### src/hw/amp_ctrl_map.svh
// register offsets, field positions, reset values and timing in nanoseconds
`ifndef AMP_CTRL_MAP_SVH
`define AMP_CTRL_MAP_SVH

// seven-bit bus address, byte 8'hb0 write / 8'hb1 read
`define AMP_SLAVE_ADDR      7'h58

// register indexes
`define AMP_IDX_FUNC        8'h01
`define AMP_IDX_ATTACK      8'h02
`define AMP_IDX_RELEASE     8'h03
`define AMP_IDX_HOLD        8'h04
`define AMP_IDX_GAIN        8'h05
`define AMP_IDX_LIMIT       8'h06
`define AMP_IDX_MAXGAIN     8'h07

// function control field positions
`define AMP_BIT_EN_R        7
`define AMP_BIT_EN_L        6
`define AMP_BIT_SWS         5
`define AMP_BIT_FAULT_R     4
`define AMP_BIT_FAULT_L     3
`define AMP_BIT_THERMAL     2
`define AMP_BIT_ONE         1
`define AMP_BIT_NOISE_GATE_ENABLE       0

// reset values
`define AMP_RST_FUNC        8'hc3
`define AMP_RST_ATTACK      8'h05
`define AMP_RST_RELEASE     8'h0b
`define AMP_RST_HOLD        8'h00
`define AMP_RST_GAIN        8'h06
`define AMP_RST_LIMIT       8'h3a
`define AMP_RST_MAXGAIN     8'hc2

// unmapped index read value
`define AMP_RD_UNMAPPED     8'h00

// timing: clock period and overtemperature deglitch time
`define AMP_CLK_PERIOD_NS   10
`define AMP_DEGLITCH_NS     1000

`endif

### src/hw/amp_ctrl_pkg.sv
// types shared by the amplifier control register port
package amp_ctrl_pkg;

    // serial slave protocol states
    typedef enum logic [3:0]
    {
        ST_IDLE,
        ST_ADDR,
        ST_ADDR_ACK,
        ST_INDEX,
        ST_INDEX_ACK,
        ST_WDATA,
        ST_WDATA_ACK,
        ST_RDATA,
        ST_RACK
    } slave_state_t;

endpackage

### src/hw/amp_control_register_port.sv
// two-wire slave register port and control bank of a stereo amplifier
`timescale 1ns/1ps
`include "amp_ctrl_map.svh"

module amp_control_register_port
(
    // clock and reset
    input  wire logic       I_CLK,
    input  wire logic       I_RST_N,
    // serial bus pins
    input  wire logic       I_SCL,
    input  wire logic       I_SDA,
    output logic            O_SDA,
    output logic            O_SDA_OE,
    // protection inputs
    input  wire logic       I_SHORT_R,
    input  wire logic       I_SHORT_L,
    input  wire logic       I_OVER_TEMP,
    // amplifier controls
    output logic            O_RIGHT_AMP_ON,
    output logic            O_LEFT_AMP_ON,
    output logic            O_SHUTDOWN,
    output logic            O_NOISE_GATE_EN,
    output logic [5:0]      O_ATTACK_TIME,
    output logic [5:0]      O_RELEASE_TIME,
    output logic [5:0]      O_HOLD_TIME,
    output logic [5:0]      O_FIXED_GAIN,
    output logic [7:0]      O_LIMITER_CTRL,
    output logic [7:0]      O_MAX_GAIN_CTRL
);

    // ********************************
    // declarations
    // ********************************
    localparam int DEGLITCH_CYC =
        (`AMP_DEGLITCH_NS + `AMP_CLK_PERIOD_NS - 1) / `AMP_CLK_PERIOD_NS;

    logic [1:0]                 rst_sync_ff;
    logic                       rst_n;
    logic                       scl_d_ff;
    logic                       sda_d_ff;
    logic                       scl_rise;
    logic                       scl_fall;
    logic                       bus_start;
    logic                       bus_stop;
    amp_ctrl_pkg::slave_state_t state_ff;
    logic [3:0]                 bit_cnt_ff;
    logic [7:0]                 shift_ff;
    logic [7:0]                 index_ff;
    logic [7:0]                 nxt_index;
    logic                       rw_ff;
    logic                       nack_ff;
    logic                       sda_oe_ff;
    logic                       sda_out_ff;
    logic                       byte_done;
    logic                       wr_en;
    logic [7:0]                 rd_cur;
    logic [7:0]                 rd_nxt;
    logic [7:0]                 func_ff;
    logic [5:0]                 attack_ff;
    logic [5:0]                 release_ff;
    logic [5:0]                 hold_ff;
    logic [5:0]                 gain_ff;
    logic [7:0]                 limit_ff;
    logic [7:0]                 maxgain_ff;
    logic [6:0]                 hot_cnt_ff;
    logic                       hot_ff;
    logic                       amp_r_ff;
    logic                       amp_l_ff;

    // ********************************
    // reset release
    // ********************************
    // two-stage release of the asynchronous reset
    always_ff @(posedge I_CLK or negedge I_RST_N)
    begin
        if (!I_RST_N)
            rst_sync_ff <= 2'h0;
        else
            rst_sync_ff <= {rst_sync_ff[0], 1'b1};
    end
    assign rst_n = rst_sync_ff[1];

    // ********************************
    // bus line events
    // ********************************
    // previous line levels for edge and condition detection
    always_ff @(posedge I_CLK or negedge rst_n)
    begin
        if (!rst_n)
        begin
            scl_d_ff <= 1'b1;
            sda_d_ff <= 1'b1;
        end
        else
        begin
            scl_d_ff <= I_SCL;
            sda_d_ff <= I_SDA;
        end
    end

    // start and stop are data edges while the clock line is high
    assign scl_rise  = I_SCL && !scl_d_ff;
    assign scl_fall  = !I_SCL && scl_d_ff;
    assign bus_start = I_SCL && scl_d_ff && sda_d_ff && !I_SDA;
    assign bus_stop  = I_SCL && scl_d_ff && !sda_d_ff && I_SDA;
    assign byte_done = scl_fall && (bit_cnt_ff == 4'h8);
    assign nxt_index = index_ff + 8'h01;

    // ********************************
    // register read path
    // ********************************
    // reserved reads
    function automatic logic [7:0] rd_byte(input logic [7:0] idx);
        logic [7:0] val;
        val = `AMP_RD_UNMAPPED;
        case (idx)
            `AMP_IDX_FUNC:    val = func_ff;
            `AMP_IDX_ATTACK:  val = {2'h0, attack_ff};
            `AMP_IDX_RELEASE: val = {2'h0, release_ff};
            `AMP_IDX_HOLD:    val = {2'h0, hold_ff};
            `AMP_IDX_GAIN:    val = {2'h0, gain_ff};
            `AMP_IDX_LIMIT:   val = limit_ff;
            `AMP_IDX_MAXGAIN: val = {maxgain_ff[7:4], 2'h0, maxgain_ff[1:0]};
            default:          val = `AMP_RD_UNMAPPED;
        endcase
        return val;
    endfunction

    // current and next readback, re-evaluated whenever a register moves
    always_comb
    begin
        rd_cur = rd_byte(index_ff);
        rd_nxt = rd_byte(nxt_index);
    end
    assign wr_en  = byte_done && (state_ff == amp_ctrl_pkg::ST_WDATA);

    // ********************************
    // slave protocol engine
    // ********************************
    // byte framing, acknowledge drive and index stepping
    always_ff @(posedge I_CLK or negedge rst_n)
    begin
        if (!rst_n)
        begin
            state_ff   <= amp_ctrl_pkg::ST_IDLE;
            bit_cnt_ff <= 4'h0;
            shift_ff   <= 8'h00;
            index_ff   <= 8'h00;
            rw_ff      <= 1'b0;
            nack_ff    <= 1'b1;
            sda_oe_ff  <= 1'b0;
        end
        else if (bus_start)
        begin
            state_ff   <= amp_ctrl_pkg::ST_ADDR;
            bit_cnt_ff <= 4'h0;
            sda_oe_ff  <= 1'b0;
        end
        else if (bus_stop)
        begin
            state_ff  <= amp_ctrl_pkg::ST_IDLE;
            sda_oe_ff <= 1'b0;
        end
        else if (scl_rise)
        begin
            unique case (state_ff)
                amp_ctrl_pkg::ST_ADDR,
                amp_ctrl_pkg::ST_INDEX,
                amp_ctrl_pkg::ST_WDATA:
                begin
                    shift_ff   <= {shift_ff[6:0], I_SDA};
                    bit_cnt_ff <= bit_cnt_ff + 4'h1;
                end
                amp_ctrl_pkg::ST_RDATA:
                    bit_cnt_ff <= bit_cnt_ff + 4'h1;
                amp_ctrl_pkg::ST_RACK:
                    nack_ff <= I_SDA;
                amp_ctrl_pkg::ST_IDLE,
                amp_ctrl_pkg::ST_ADDR_ACK,
                amp_ctrl_pkg::ST_INDEX_ACK,
                amp_ctrl_pkg::ST_WDATA_ACK:
                    nack_ff <= nack_ff;
            endcase
        end
        else if (scl_fall)
        begin
            unique case (state_ff)
                amp_ctrl_pkg::ST_ADDR:
                    if (bit_cnt_ff == 4'h8)
                    begin
                        bit_cnt_ff <= 4'h0;
                        if (shift_ff[7:1] == `AMP_SLAVE_ADDR)
                        begin
                            state_ff  <= amp_ctrl_pkg::ST_ADDR_ACK;
                            rw_ff     <= shift_ff[0];
                            sda_oe_ff <= 1'b1;
                        end
                        else
                            state_ff <= amp_ctrl_pkg::ST_IDLE;
                    end
                amp_ctrl_pkg::ST_INDEX:
                    if (bit_cnt_ff == 4'h8)
                    begin
                        bit_cnt_ff <= 4'h0;
                        index_ff   <= shift_ff;
                        state_ff   <= amp_ctrl_pkg::ST_INDEX_ACK;
                        sda_oe_ff  <= 1'b1;
                    end
                amp_ctrl_pkg::ST_WDATA:
                    if (bit_cnt_ff == 4'h8)
                    begin
                        bit_cnt_ff <= 4'h0;
                        state_ff   <= amp_ctrl_pkg::ST_WDATA_ACK;
                        sda_oe_ff  <= 1'b1;
                    end
                amp_ctrl_pkg::ST_ADDR_ACK:
                    if (rw_ff)
                    begin
                        shift_ff  <= rd_cur;
                        sda_oe_ff <= !rd_cur[7];
                        state_ff  <= amp_ctrl_pkg::ST_RDATA;
                    end
                    else
                    begin
                        sda_oe_ff <= 1'b0;
                        state_ff  <= amp_ctrl_pkg::ST_INDEX;
                    end
                amp_ctrl_pkg::ST_INDEX_ACK:
                begin
                    sda_oe_ff <= 1'b0;
                    state_ff  <= amp_ctrl_pkg::ST_WDATA;
                end
                amp_ctrl_pkg::ST_WDATA_ACK:
                begin
                    sda_oe_ff <= 1'b0;
                    index_ff  <= nxt_index;
                    state_ff  <= amp_ctrl_pkg::ST_WDATA;
                end
                amp_ctrl_pkg::ST_RDATA:
                    if (bit_cnt_ff == 4'h8)
                    begin
                        bit_cnt_ff <= 4'h0;
                        sda_oe_ff  <= 1'b0;
                        state_ff   <= amp_ctrl_pkg::ST_RACK;
                    end
                    else
                    begin
                        sda_oe_ff <= !shift_ff[6];
                        shift_ff  <= {shift_ff[6:0], 1'b0};
                    end
                amp_ctrl_pkg::ST_RACK:
                begin
                    index_ff <= nxt_index;
                    if (!nack_ff)
                    begin
                        shift_ff  <= rd_nxt;
                        sda_oe_ff <= !rd_nxt[7];
                        state_ff  <= amp_ctrl_pkg::ST_RDATA;
                    end
                    else
                        state_ff <= amp_ctrl_pkg::ST_IDLE;
                end
                amp_ctrl_pkg::ST_IDLE:
                    sda_oe_ff <= 1'b0;
            endcase
        end
    end

    // line value is always low; the enable does the driving
    always_ff @(posedge I_CLK or negedge rst_n)
    begin
        if (!rst_n)
            sda_out_ff <= 1'b0;
        else
            sda_out_ff <= 1'b0;
    end

    // ********************************
    // function control register
    // ********************************
    // layout with sticky flags; a set wins over a clear
    always_ff @(posedge I_CLK or negedge rst_n)
    begin
        if (!rst_n)
            func_ff <= `AMP_RST_FUNC;
        else
        begin
            if (wr_en && index_ff == `AMP_IDX_FUNC)
            begin
                func_ff[`AMP_BIT_EN_R]    <= shift_ff[`AMP_BIT_EN_R];
                func_ff[`AMP_BIT_EN_L]    <= shift_ff[`AMP_BIT_EN_L];
                func_ff[`AMP_BIT_SWS]     <= shift_ff[`AMP_BIT_SWS];
                func_ff[`AMP_BIT_NOISE_GATE_ENABLE]   <= shift_ff[`AMP_BIT_NOISE_GATE_ENABLE];
                func_ff[`AMP_BIT_FAULT_R] <= func_ff[`AMP_BIT_FAULT_R]
                                             && shift_ff[`AMP_BIT_FAULT_R];
                func_ff[`AMP_BIT_FAULT_L] <= func_ff[`AMP_BIT_FAULT_L]
                                             && shift_ff[`AMP_BIT_FAULT_L];
                func_ff[`AMP_BIT_THERMAL] <= func_ff[`AMP_BIT_THERMAL]
                                             && shift_ff[`AMP_BIT_THERMAL];
            end
            func_ff[`AMP_BIT_ONE] <= 1'b1;
            if (I_SHORT_R)
                func_ff[`AMP_BIT_FAULT_R] <= 1'b1;
            if (I_SHORT_L)
                func_ff[`AMP_BIT_FAULT_L] <= 1'b1;
            if (hot_ff)
                func_ff[`AMP_BIT_THERMAL] <= 1'b1;
        end
    end

    // ********************************
    // gain control registers
    // ********************************
    // six-bit timing and gain fields; eight-bit limiter and max gain fields
    always_ff @(posedge I_CLK or negedge rst_n)
    begin
        if (!rst_n)
        begin
            attack_ff  <= 6'(`AMP_RST_ATTACK);
            release_ff <= 6'(`AMP_RST_RELEASE);
            hold_ff    <= 6'(`AMP_RST_HOLD);
            gain_ff    <= 6'(`AMP_RST_GAIN);
            limit_ff   <= `AMP_RST_LIMIT;
            maxgain_ff <= `AMP_RST_MAXGAIN;
        end
        else if (wr_en)
        begin
            case (index_ff)
                `AMP_IDX_ATTACK:  attack_ff  <= shift_ff[5:0];
                `AMP_IDX_RELEASE: release_ff <= shift_ff[5:0];
                `AMP_IDX_HOLD:    hold_ff    <= shift_ff[5:0];
                `AMP_IDX_GAIN:    gain_ff    <= shift_ff[5:0];
                `AMP_IDX_LIMIT:   limit_ff   <= shift_ff;
                `AMP_IDX_MAXGAIN: maxgain_ff <= {shift_ff[7:4], 2'h0,
                                                 shift_ff[1:0]};
                default:          limit_ff   <= limit_ff;
            endcase
        end
    end

    // ********************************
    // thermal deglitch and amplifier gating
    // ********************************
    // overtemperature deglitch
    always_ff @(posedge I_CLK or negedge rst_n)
    begin
        if (!rst_n)
        begin
            hot_cnt_ff <= 7'h00;
            hot_ff     <= 1'b0;
        end
        else if (!I_OVER_TEMP)
        begin
            hot_cnt_ff <= 7'h00;
            hot_ff     <= 1'b0;
        end
        else if (hot_cnt_ff == 7'(DEGLITCH_CYC - 1))
            hot_ff <= 1'b1;
        else
            hot_cnt_ff <= hot_cnt_ff + 7'h01;
    end

    always_ff @(posedge I_CLK or negedge rst_n)
    begin
        if (!rst_n)
        begin
            amp_r_ff <= 1'b0;
            amp_l_ff <= 1'b0;
        end
        else
        begin
            amp_r_ff <= func_ff[`AMP_BIT_EN_R] && !hot_ff
                        && !func_ff[`AMP_BIT_SWS];
            amp_l_ff <= func_ff[`AMP_BIT_EN_L] && !hot_ff
                        && !func_ff[`AMP_BIT_SWS];
        end
    end

    // ********************************
    // outputs
    // ********************************
    assign O_SDA           = sda_out_ff;
    assign O_SDA_OE        = sda_oe_ff;
    assign O_RIGHT_AMP_ON  = amp_r_ff;
    assign O_LEFT_AMP_ON   = amp_l_ff;
    assign O_SHUTDOWN      = func_ff[`AMP_BIT_SWS];
    assign O_NOISE_GATE_EN = func_ff[`AMP_BIT_NOISE_GATE_ENABLE];
    assign O_ATTACK_TIME   = attack_ff;
    assign O_RELEASE_TIME  = release_ff;
    assign O_HOLD_TIME     = hold_ff;
    assign O_FIXED_GAIN    = gain_ff;
    assign O_LIMITER_CTRL  = limit_ff;
    assign O_MAX_GAIN_CTRL = maxgain_ff;
endmodule

### config.mk
export PLATFORM = sky130hd
export DESIGN_NAME = amp_control_register_port
export DESIGN_NICKNAME = d
export VERILOG_FILES = /design/src/hw/amp_ctrl_pkg.sv /design/src/hw/amp_control_register_port.sv
export VERILOG_INCLUDE_DIRS = /design/src /design/src/hw
export SDC_FILE = /design/constraint.sdc
export NUM_CORES = 1
export LEC_CHECK = 0
export BUFFER_PORTS_ARGS = -buffer_cell sky130_fd_sc_hd__buf_2
export CORE_MARGIN = 4
export CORE_UTILIZATION = 55
export CTS_CLUSTER_DIAMETER = 40
export DETAILED_ROUTE_END_ITERATION = 8
export HOLD_SLACK_MARGIN = 0.06
export PLACE_DENSITY_LB_ADDON = 0.15
export SYNTH_ARGS = -nofsm -noshare
export SYNTH_HDL_FRONTEND = slang
export SYNTH_SLANG_ARGS = --single-unit
export TNS_END_PERCENT = 30
### constraint.sdc
create_clock -name I_CLK -period 3.6 [get_ports I_CLK]
set_clock_uncertainty 0.2 [all_clocks]
set_input_delay 0.72 -clock I_CLK [delete_from_list [all_inputs] [get_ports I_CLK]]
set_output_delay 0.72 -clock I_CLK [all_outputs]
set_load 0.1 [all_outputs]
==> results of run 1 <==
[how the worst min path moves through the flow]
stage | start | to | slack, ns | depth (start not counted)
finish | rst_sync_ff[0]$_DFF_PN0_ | rst_sync_ff[1]$_DFF_PN0_ | 0.16 | 0
global route | rst_sync_ff[0]$_DFF_PN0_ | rst_sync_ff[1]$_DFF_PN0_ | 0.18 | 0
CTS | rst_sync_ff[0]$_DFF_PN0_ | rst_sync_ff[1]$_DFF_PN0_ | 0.17 | 0
detailed placement | rst_sync_ff[0]$_DFF_PN0_ | rst_sync_ff[1]$_DFF_PN0_ | 0.14 | 0
global placement | rst_sync_ff[0]$_DFF_PN0_ | rst_sync_ff[1]$_DFF_PN0_ | 0.14 | 0
floorplan | rst_sync_ff[0]$_DFF_PN0_ | rst_sync_ff[1]$_DFF_PN0_ | 0.13 | 0
[routing by layer]
metal	routed length [um]	global-route usage (%)	part of all wire, %
met1	5600	34.1	44
met2	5870	37.4	46
met3	1040	4.60	8.1
met4	293	8.83	2.3
met5	0	0	0
[flip-flops by register name, indices dropped and copies added (netlist names), 6 cells and up]
register and flops:
O_LIMITER_CTRL 8, index_ff 8, shift_ff 8, func_ff 7, hot_cnt_ff 7, O_ATTACK_TIME 6
O_FIXED_GAIN 6, O_HOLD_TIME 6, O_MAX_GAIN_CTRL 6, O_RELEASE_TIME 6
[synthesized netlist by cell type, drive strengths merged, types with 5 or more instances]
library cell  instances
a21oi                39
a221oi               12
a222oi               12
a22o                  6
a22oi                 9
a31oi                 5
buf                  16
clkbuf               25
dfrtp                66
dfstp                20
ha                   11
inv                  12
mux2                 47
nand2                41
nand2b               11
nand3                23
nor2                 32
nor3                 11
o21ai                23
o22ai                 9
or3                   6
[placed cells by master (no fill, tap or decap), types with 3 or more instances in the layout]
master	n
xor2_1	4
o22ai_1	9
buf_4	6
o211ai_1	4
a21boi_0	3
a31oi_1	5
a21oi_1	39
nand2b_1	11
a22oi_1	9
ha_1	11
buf_2	49
mux2i_1	4
nor4_1	4
nor3_1	9
mux2_2	47
nand2_1	41
a222oi_1	12
a22o_1	6
and2_1	4
clkbuf_8	9
nor2_1	32
nand3_1	23
o22a_1	3
inv_1	12
dfrtp_1	65
conb_1	4
a221oi_1	11
or3_1	5
dfstp_2	20
o21ai_0	23
[critical path, delay by kind of cell (launching register included)]
family / cells / cell delay [ns]
AO/OA/AOI/OAI: 5 / 1.56
flip-flops: 1 / 0.56
adder cells (fa/ha/maj): 1 / 0.31
buffers and inverters: 1 / 0.23
AND/OR/NAND/NOR: 1 / 0.21
[where the power goes]
part	internal (W)	switching [W]	total [W]	leakage (nW)
Combinational	0.000243	0.000428	0.000672	1.25
Clock	0.000255	0.000371	0.000626	0.0829
Sequential	0.00105	0.000276	0.00132	1.08
Total	0.00155	0.00108	0.00262	2.42
[final cells by class]
class / count / area, um2 / area share [%]
clock buffer: 10 / 128 / 2.33
clock inverter: 6 / 46.3 / 0.844
inverter: 13 / 48.8 / 0.890
multi-input combinational: 378 / 2650 / 48.2
sequential: 86 / 2180 / 39.8
tap: 108 / 135 / 2.46
timing repair buffer: 56 / 300 / 5.47
[kinds of logic (layout without fill, tap and decap cells)]
group / after synthesis / in the layout
AO/OA/AOI/OAI: 152 / 152
multiplexers: 51 / 51
buffers and inverters: 54 / 85
adder cells (fa/ha/maj): 11 / 11
AND/OR/NAND/NOR: 154 / 154
other: 2 / 4
flip-flops: 86 / 86
XOR/XNOR: 6 / 6
[per-stage QoR]
stage	power (W)	setup WS, ns
2_1_floorplan	0.00179	0.843
3_3_place_gp	0.00198	0.481
3_5_place_dp	0.00200	0.467
4_1_cts	0.00262	0.429
5_1_grt	0.00277	0.266
6_report	0.00262	0.360
==> impl_results.md, run 1 <==
- Worst-path fanout max: 29
- First-pass iteration count of the detailed router: 6
- Req. time, crit path: 3.62 ns
- Post-Synth Simple-Gate Area: ~16%
- Largest net degree at the start of global routing: 85
- Status: completed
- Warnings from Yosys: 0
- Total Neg Setup Slack: 0 ns
- Finished Layout Cells: 657
- # fillers: 752
- Post-CTS Setup Repair Bufs: 0
- Via count: 4,308
- # rows: 34
- Final Hold Slack: 0.160 ns
- RSZ-0062 raised after global routing: false
- Initial Utilization: roughly 57%
- Adder-Cell Fraction of Synth Area: between 2 and 3%
- Clk sinks: 86
- DP HPWL: 8890 um
- Netlist Area Pre-Place: 5040 um2
- Clk_lat worst skew: 0.36 ns
- Leak Pwr: 2.42 nW
- Final core occ: between 60 and 70%
- Antenna Cells: 0
- Largest cells by area after synthesis: dfrtp_1 33%, mux2_2 10%, dfstp_2 10%
- Gr ovfl total: 0
- Port Buf Inserts: a little under 50
- #FFs+latches synth: between 80 and 90
- CTS max path bufs: 2
- R2R Path End: shift_ff[0]$_DFFE_PN0P_
- Crit path from: index_ff[0]$_DFFE_PN0P_
- Worst-case reg-to-reg path depth: 8
- Post-synth top area cell: dfrtp_1
- Sequential area share after synthesis: 43.2%
- Post-Synthesis Cells: around 520
- Share of the synthesized area in the top cell type: 32.7%
- Vias in the first global route: ~4,000
- Routed len/inst: 19.5 um
- Final hold viol count: 0
- EDFF count, synth: 0
- Core Region: 8810 um2
- Initial antenna violation count: 0
- Post-synthesis xor/xnor area fraction: 1.04%
- Slack of the worst reg-to-reg path: roughly 0.36 ns
- CP cell instances: ha_1, buf_4, and2_1, a21oi_1, a2bb2oi_1, o22ai_1, a2111oi_1, a311oi_1
- Crit path capture: shift_ff[0]$_DFFE_PN0P_
- Num ports: 53
- Die area: 10,800 um2
- Mux cell area share after synthesis: 11.3%
- Avg Vias per Cell: 6.56
- MaxCap Viol Count: 0
- Critical Path Sink Type: register
- Min Tclk post-route: 3.24 ns
- Routability cong.: 0.854
- Setup violations, final: 0
- Hold buffers post-CTS: 1
- Slew headroom: 26.2%
- Placement Cell Area: 5300 um2
- CP startpoint kind: register
- CTS tree: done
- Num CTS Buffers: 9
- Critical Path Max Stage Delay: around 0.63 ns
- Share of layout cells above drive strength 1: between 20% and 30%
- Die Y: 104 um
- Syn Area/Cell: 9.77 um2
- NumNets Final: 562
- Fraction of registers with async set/reset: between 90% and 100%
- CP max stage cell: a2bb2oi_1
- CTS resizes: 0
- Tot GR Track Use: between 20% and 30%
- Max Slew Vio Count: 0
- Routed wire length: 12,800 um
- Share of the clock period used by the worst path: 90.0%
- Initial DRC count: 394
- Inst Count DP: 640
- HP Class: register to register
- Peak supply drop: 0.000273 V
- Area Growth Syn to Fin: 8.76%
- Critical path class: register to register
- Largest family of logic cells by synthesized area: compound AO/OA/AOI/OAI gates
- Die width: 104 um
- H-tree Lvls: 3
- First-pass GRT wire length: around 21,000 um
- Most used DFF post-synth: dfrtp_1
- R2r startpoint: index_ff[0]$_DFFE_PN0P_
- Clock-pin slew on the worst setup and hold paths: 0.09 ns
- Compound-cell area share of the yosys netlist: between 20% and 30%
- Power per cell area: between 400 and 500 nW/um2
- Highest clock rate: 309 MHz
- Arr. time, crit path: 3.26 ns
- Root Buffer: clkbuf_8
- Antenna Nets Post-Route: 0
- Worst Tran Pin Value: 1.10 ns
- Residual DRC: 0
- Yosys cell types: 74
- Design area: ~5500 um2
(Power assumes the default switching activity.)
==> run 2: changes to the inputs <==
- CTS_CLUSTER_SIZE: default -> 12
- PLACE_DENSITY: default -> 0.75
- PLACE_DENSITY_LB_ADDON: 0.15 -> default
==> run 2 against run 1 <==
Compared with the run above: register-to-register slack better by 0.23 ns; global-route usage increased by 0.17 points; sequential power about the same; largest power group unchanged; via count rose by 0.23%.
==> impl_results.md, run 2 (synthesized netlist as in run 1, its figures left out) <==
- Status: completed
- DP HPWL: 8750 um
- Root Buffer: clkbuf_8
- Num ports: 53
- CTS tree: done
- Most frequent cells in the layout: 65 x dfrtp_1, 49 x buf_2, 47 x mux2_2
- Final hold viol count: 0
- First-pass iteration count of the detailed router: 5
- R2r startpoint: state_ff[2]$_DFFE_PN0P_
- Finished Layout Cells: 657
- RSZ-0062 raised after global routing: false
- Slew headroom: between 20% and 30%
- Routed len/inst: 19.4 um
- Arr. time, crit path: 3.09 ns
- Clk_lat worst skew: 0.36 ns
- Worst-path fanout max: 19
- CTS max path bufs: 2
- Max Slew Vio Count: 0
- Avg Vias per Cell: 6.57
- Gr ovfl total: 0
- Via count: 4,318
- Die Y: 104 um
- Leak Pwr: 2.43 nW
- Clock-pin slew on the worst setup and hold paths: 0.09 ns
- Die width: 104 um
- Power per cell area: 488 nW/um2
- Num CTS Buffers: 9
- Worst Tran Pin Value: 1.18 ns
- Core Region: 8810 um2
- Inst Count DP: 640
- Area of the multi-input gates: 2650 um2
- Share of layout cells above drive strength 1: 27.0%
- Final worst slack: 0.595 ns
- NumNets Final: 562
- Initial DRC count: roughly 460
- Slack of the worst reg-to-reg path: 0.59 ns
- HP Class: register to register
- Post-CTS Setup Repair Bufs: 0
- Pre-CTS setup slack: 0.623 ns
- Initial antenna violation count: 0
- Most common cell after layout, fill and taps aside: dfrtp_1
- Vias in the first global route: 4,281
- Highest clock rate: around 330 MHz
- # fillers: between 700 and 800
- Die area: approximately 11,000 um2
- Grt met1 use: 34.7%
- # rows: 34
- MaxCap Viol Count: 0
- Clk sinks: 86
- Met3 Track Usage GR: around 5.3%
- CTS resizes: 0
- Antenna Cells: 0
- Routability cong.: 0.870
- Worst-case reg-to-reg path depth: 5
- H-tree Lvls: 3
- Peak supply drop: 0.000340 V
- CP startpoint kind: register
- Setup violations, final: 0
- GR Util met2: roughly 38%
- R2R Path End: index_ff[2]$_DFFE_PN0P_
- Critical Path Sink Type: register
- Routed wire length: 12,800 um
- Port Buf Inserts: 49
- Initial Utilization: 57.3%
- Total Neg Setup Slack: 0 ns
- Antenna Nets Post-Route: 0
- Tot GR Track Use: 24.4%
- Most crowded layer after global routing: met2
- Share of the clock period used by the worst path: 83.5%
- Min Tclk post-route: 3.01 ns
- Residual DRC: 0
- Critical path class: register to register
- Largest net degree at the start of global routing: between 80 and 90
- Area Growth Syn to Fin: 9.20%
- Crit path from: state_ff[2]$_DFFE_PN0P_
- Req. time, crit path: 3.69 ns
- Crit path capture: index_ff[2]$_DFFE_PN0P_
- Reg area: 2180 um2
- First-pass GRT wire length: about 22,000 um
[run 2: cell count changes in the layout (fill, tap and decap cells not counted)]
cell / delta
bufinv_16: +1
clkinvlp_4: -1
inv_6: +1
clkinv_4: -1
[run 2: critical path, stage by stage (launching register included)]
cell	delay, ns
dfrtp_1	0.67
inv_1	0.20
o31ai_2	1.03
o21a_1	0.52
o21ai_0	0.16
a21oi_1	0.16
[run 2: final cells by class]
type                            instances  area share, %
Multi-Input combinational cell        378           48.0
Sequential cell                        86           39.6
Timing Repair Buffer                   56           5.45
Tap cell                              108           2.45
Clock buffer                           10           2.32
Clock inverter                          6           1.25
Inverter                               13          0.886
[run 2: power breakdown]
part | total (W) | internal [W] | switching (W)
Sequential | 0.00132 | 0.00105 | 0.000275
Clock | 0.000694 | 0.000326 | 0.000367
Combinational | 0.000671 | 0.000244 | 0.000427
Total | 0.00269 | 0.00162 | 0.00107
[run 2: worst min path at each step]
stage                                  start                  endpoint  slack (ns)  depth (start not counted)
detailed placement  rst_sync_ff[0]$_DFF_PN0_  rst_sync_ff[1]$_DFF_PN0_        0.14                          0
CTS                 rst_sync_ff[0]$_DFF_PN0_  rst_sync_ff[1]$_DFF_PN0_        0.16                          0
global route        rst_sync_ff[0]$_DFF_PN0_  rst_sync_ff[1]$_DFF_PN0_        0.18                          0
finish              rst_sync_ff[0]$_DFF_PN0_  rst_sync_ff[1]$_DFF_PN0_        0.16                          0
global placement    rst_sync_ff[0]$_DFF_PN0_  rst_sync_ff[1]$_DFF_PN0_        0.14                          0
floorplan           rst_sync_ff[0]$_DFF_PN0_  rst_sync_ff[1]$_DFF_PN0_        0.13                          0
[run 2: per-layer routing]
layer / vias to the layer above / part of all wire (%) / routed length [um]
li1: 1991 / - / -
met4: 0 / 2.0 / 258
met5: - / 0 / 0
met3: 31 / 8.9 / 1140
met1: 2081 / 44 / 5620
met2: 215 / 45 / 5730
[run 2: what timing repair did]
item,in CTS,in global routing
hold endpoints to repair,2,0
hold buffers,1,0
endpoints found under the setup margin,0,0
[run 2: metrics by stage]
stage	area (um2)	hold WS (ns)	total power, W	utilization, %
after floorplan	5050	0.131	0.00179	-
after global placement	5300	0.138	0.00197	60.2
after detailed placement	5300	0.142	0.00199	60.2
after CTS	5510	0.163	0.00268	62.5
after global routing	5510	0.176	0.00283	62.5
final	5510	0.160	0.00269	62.5
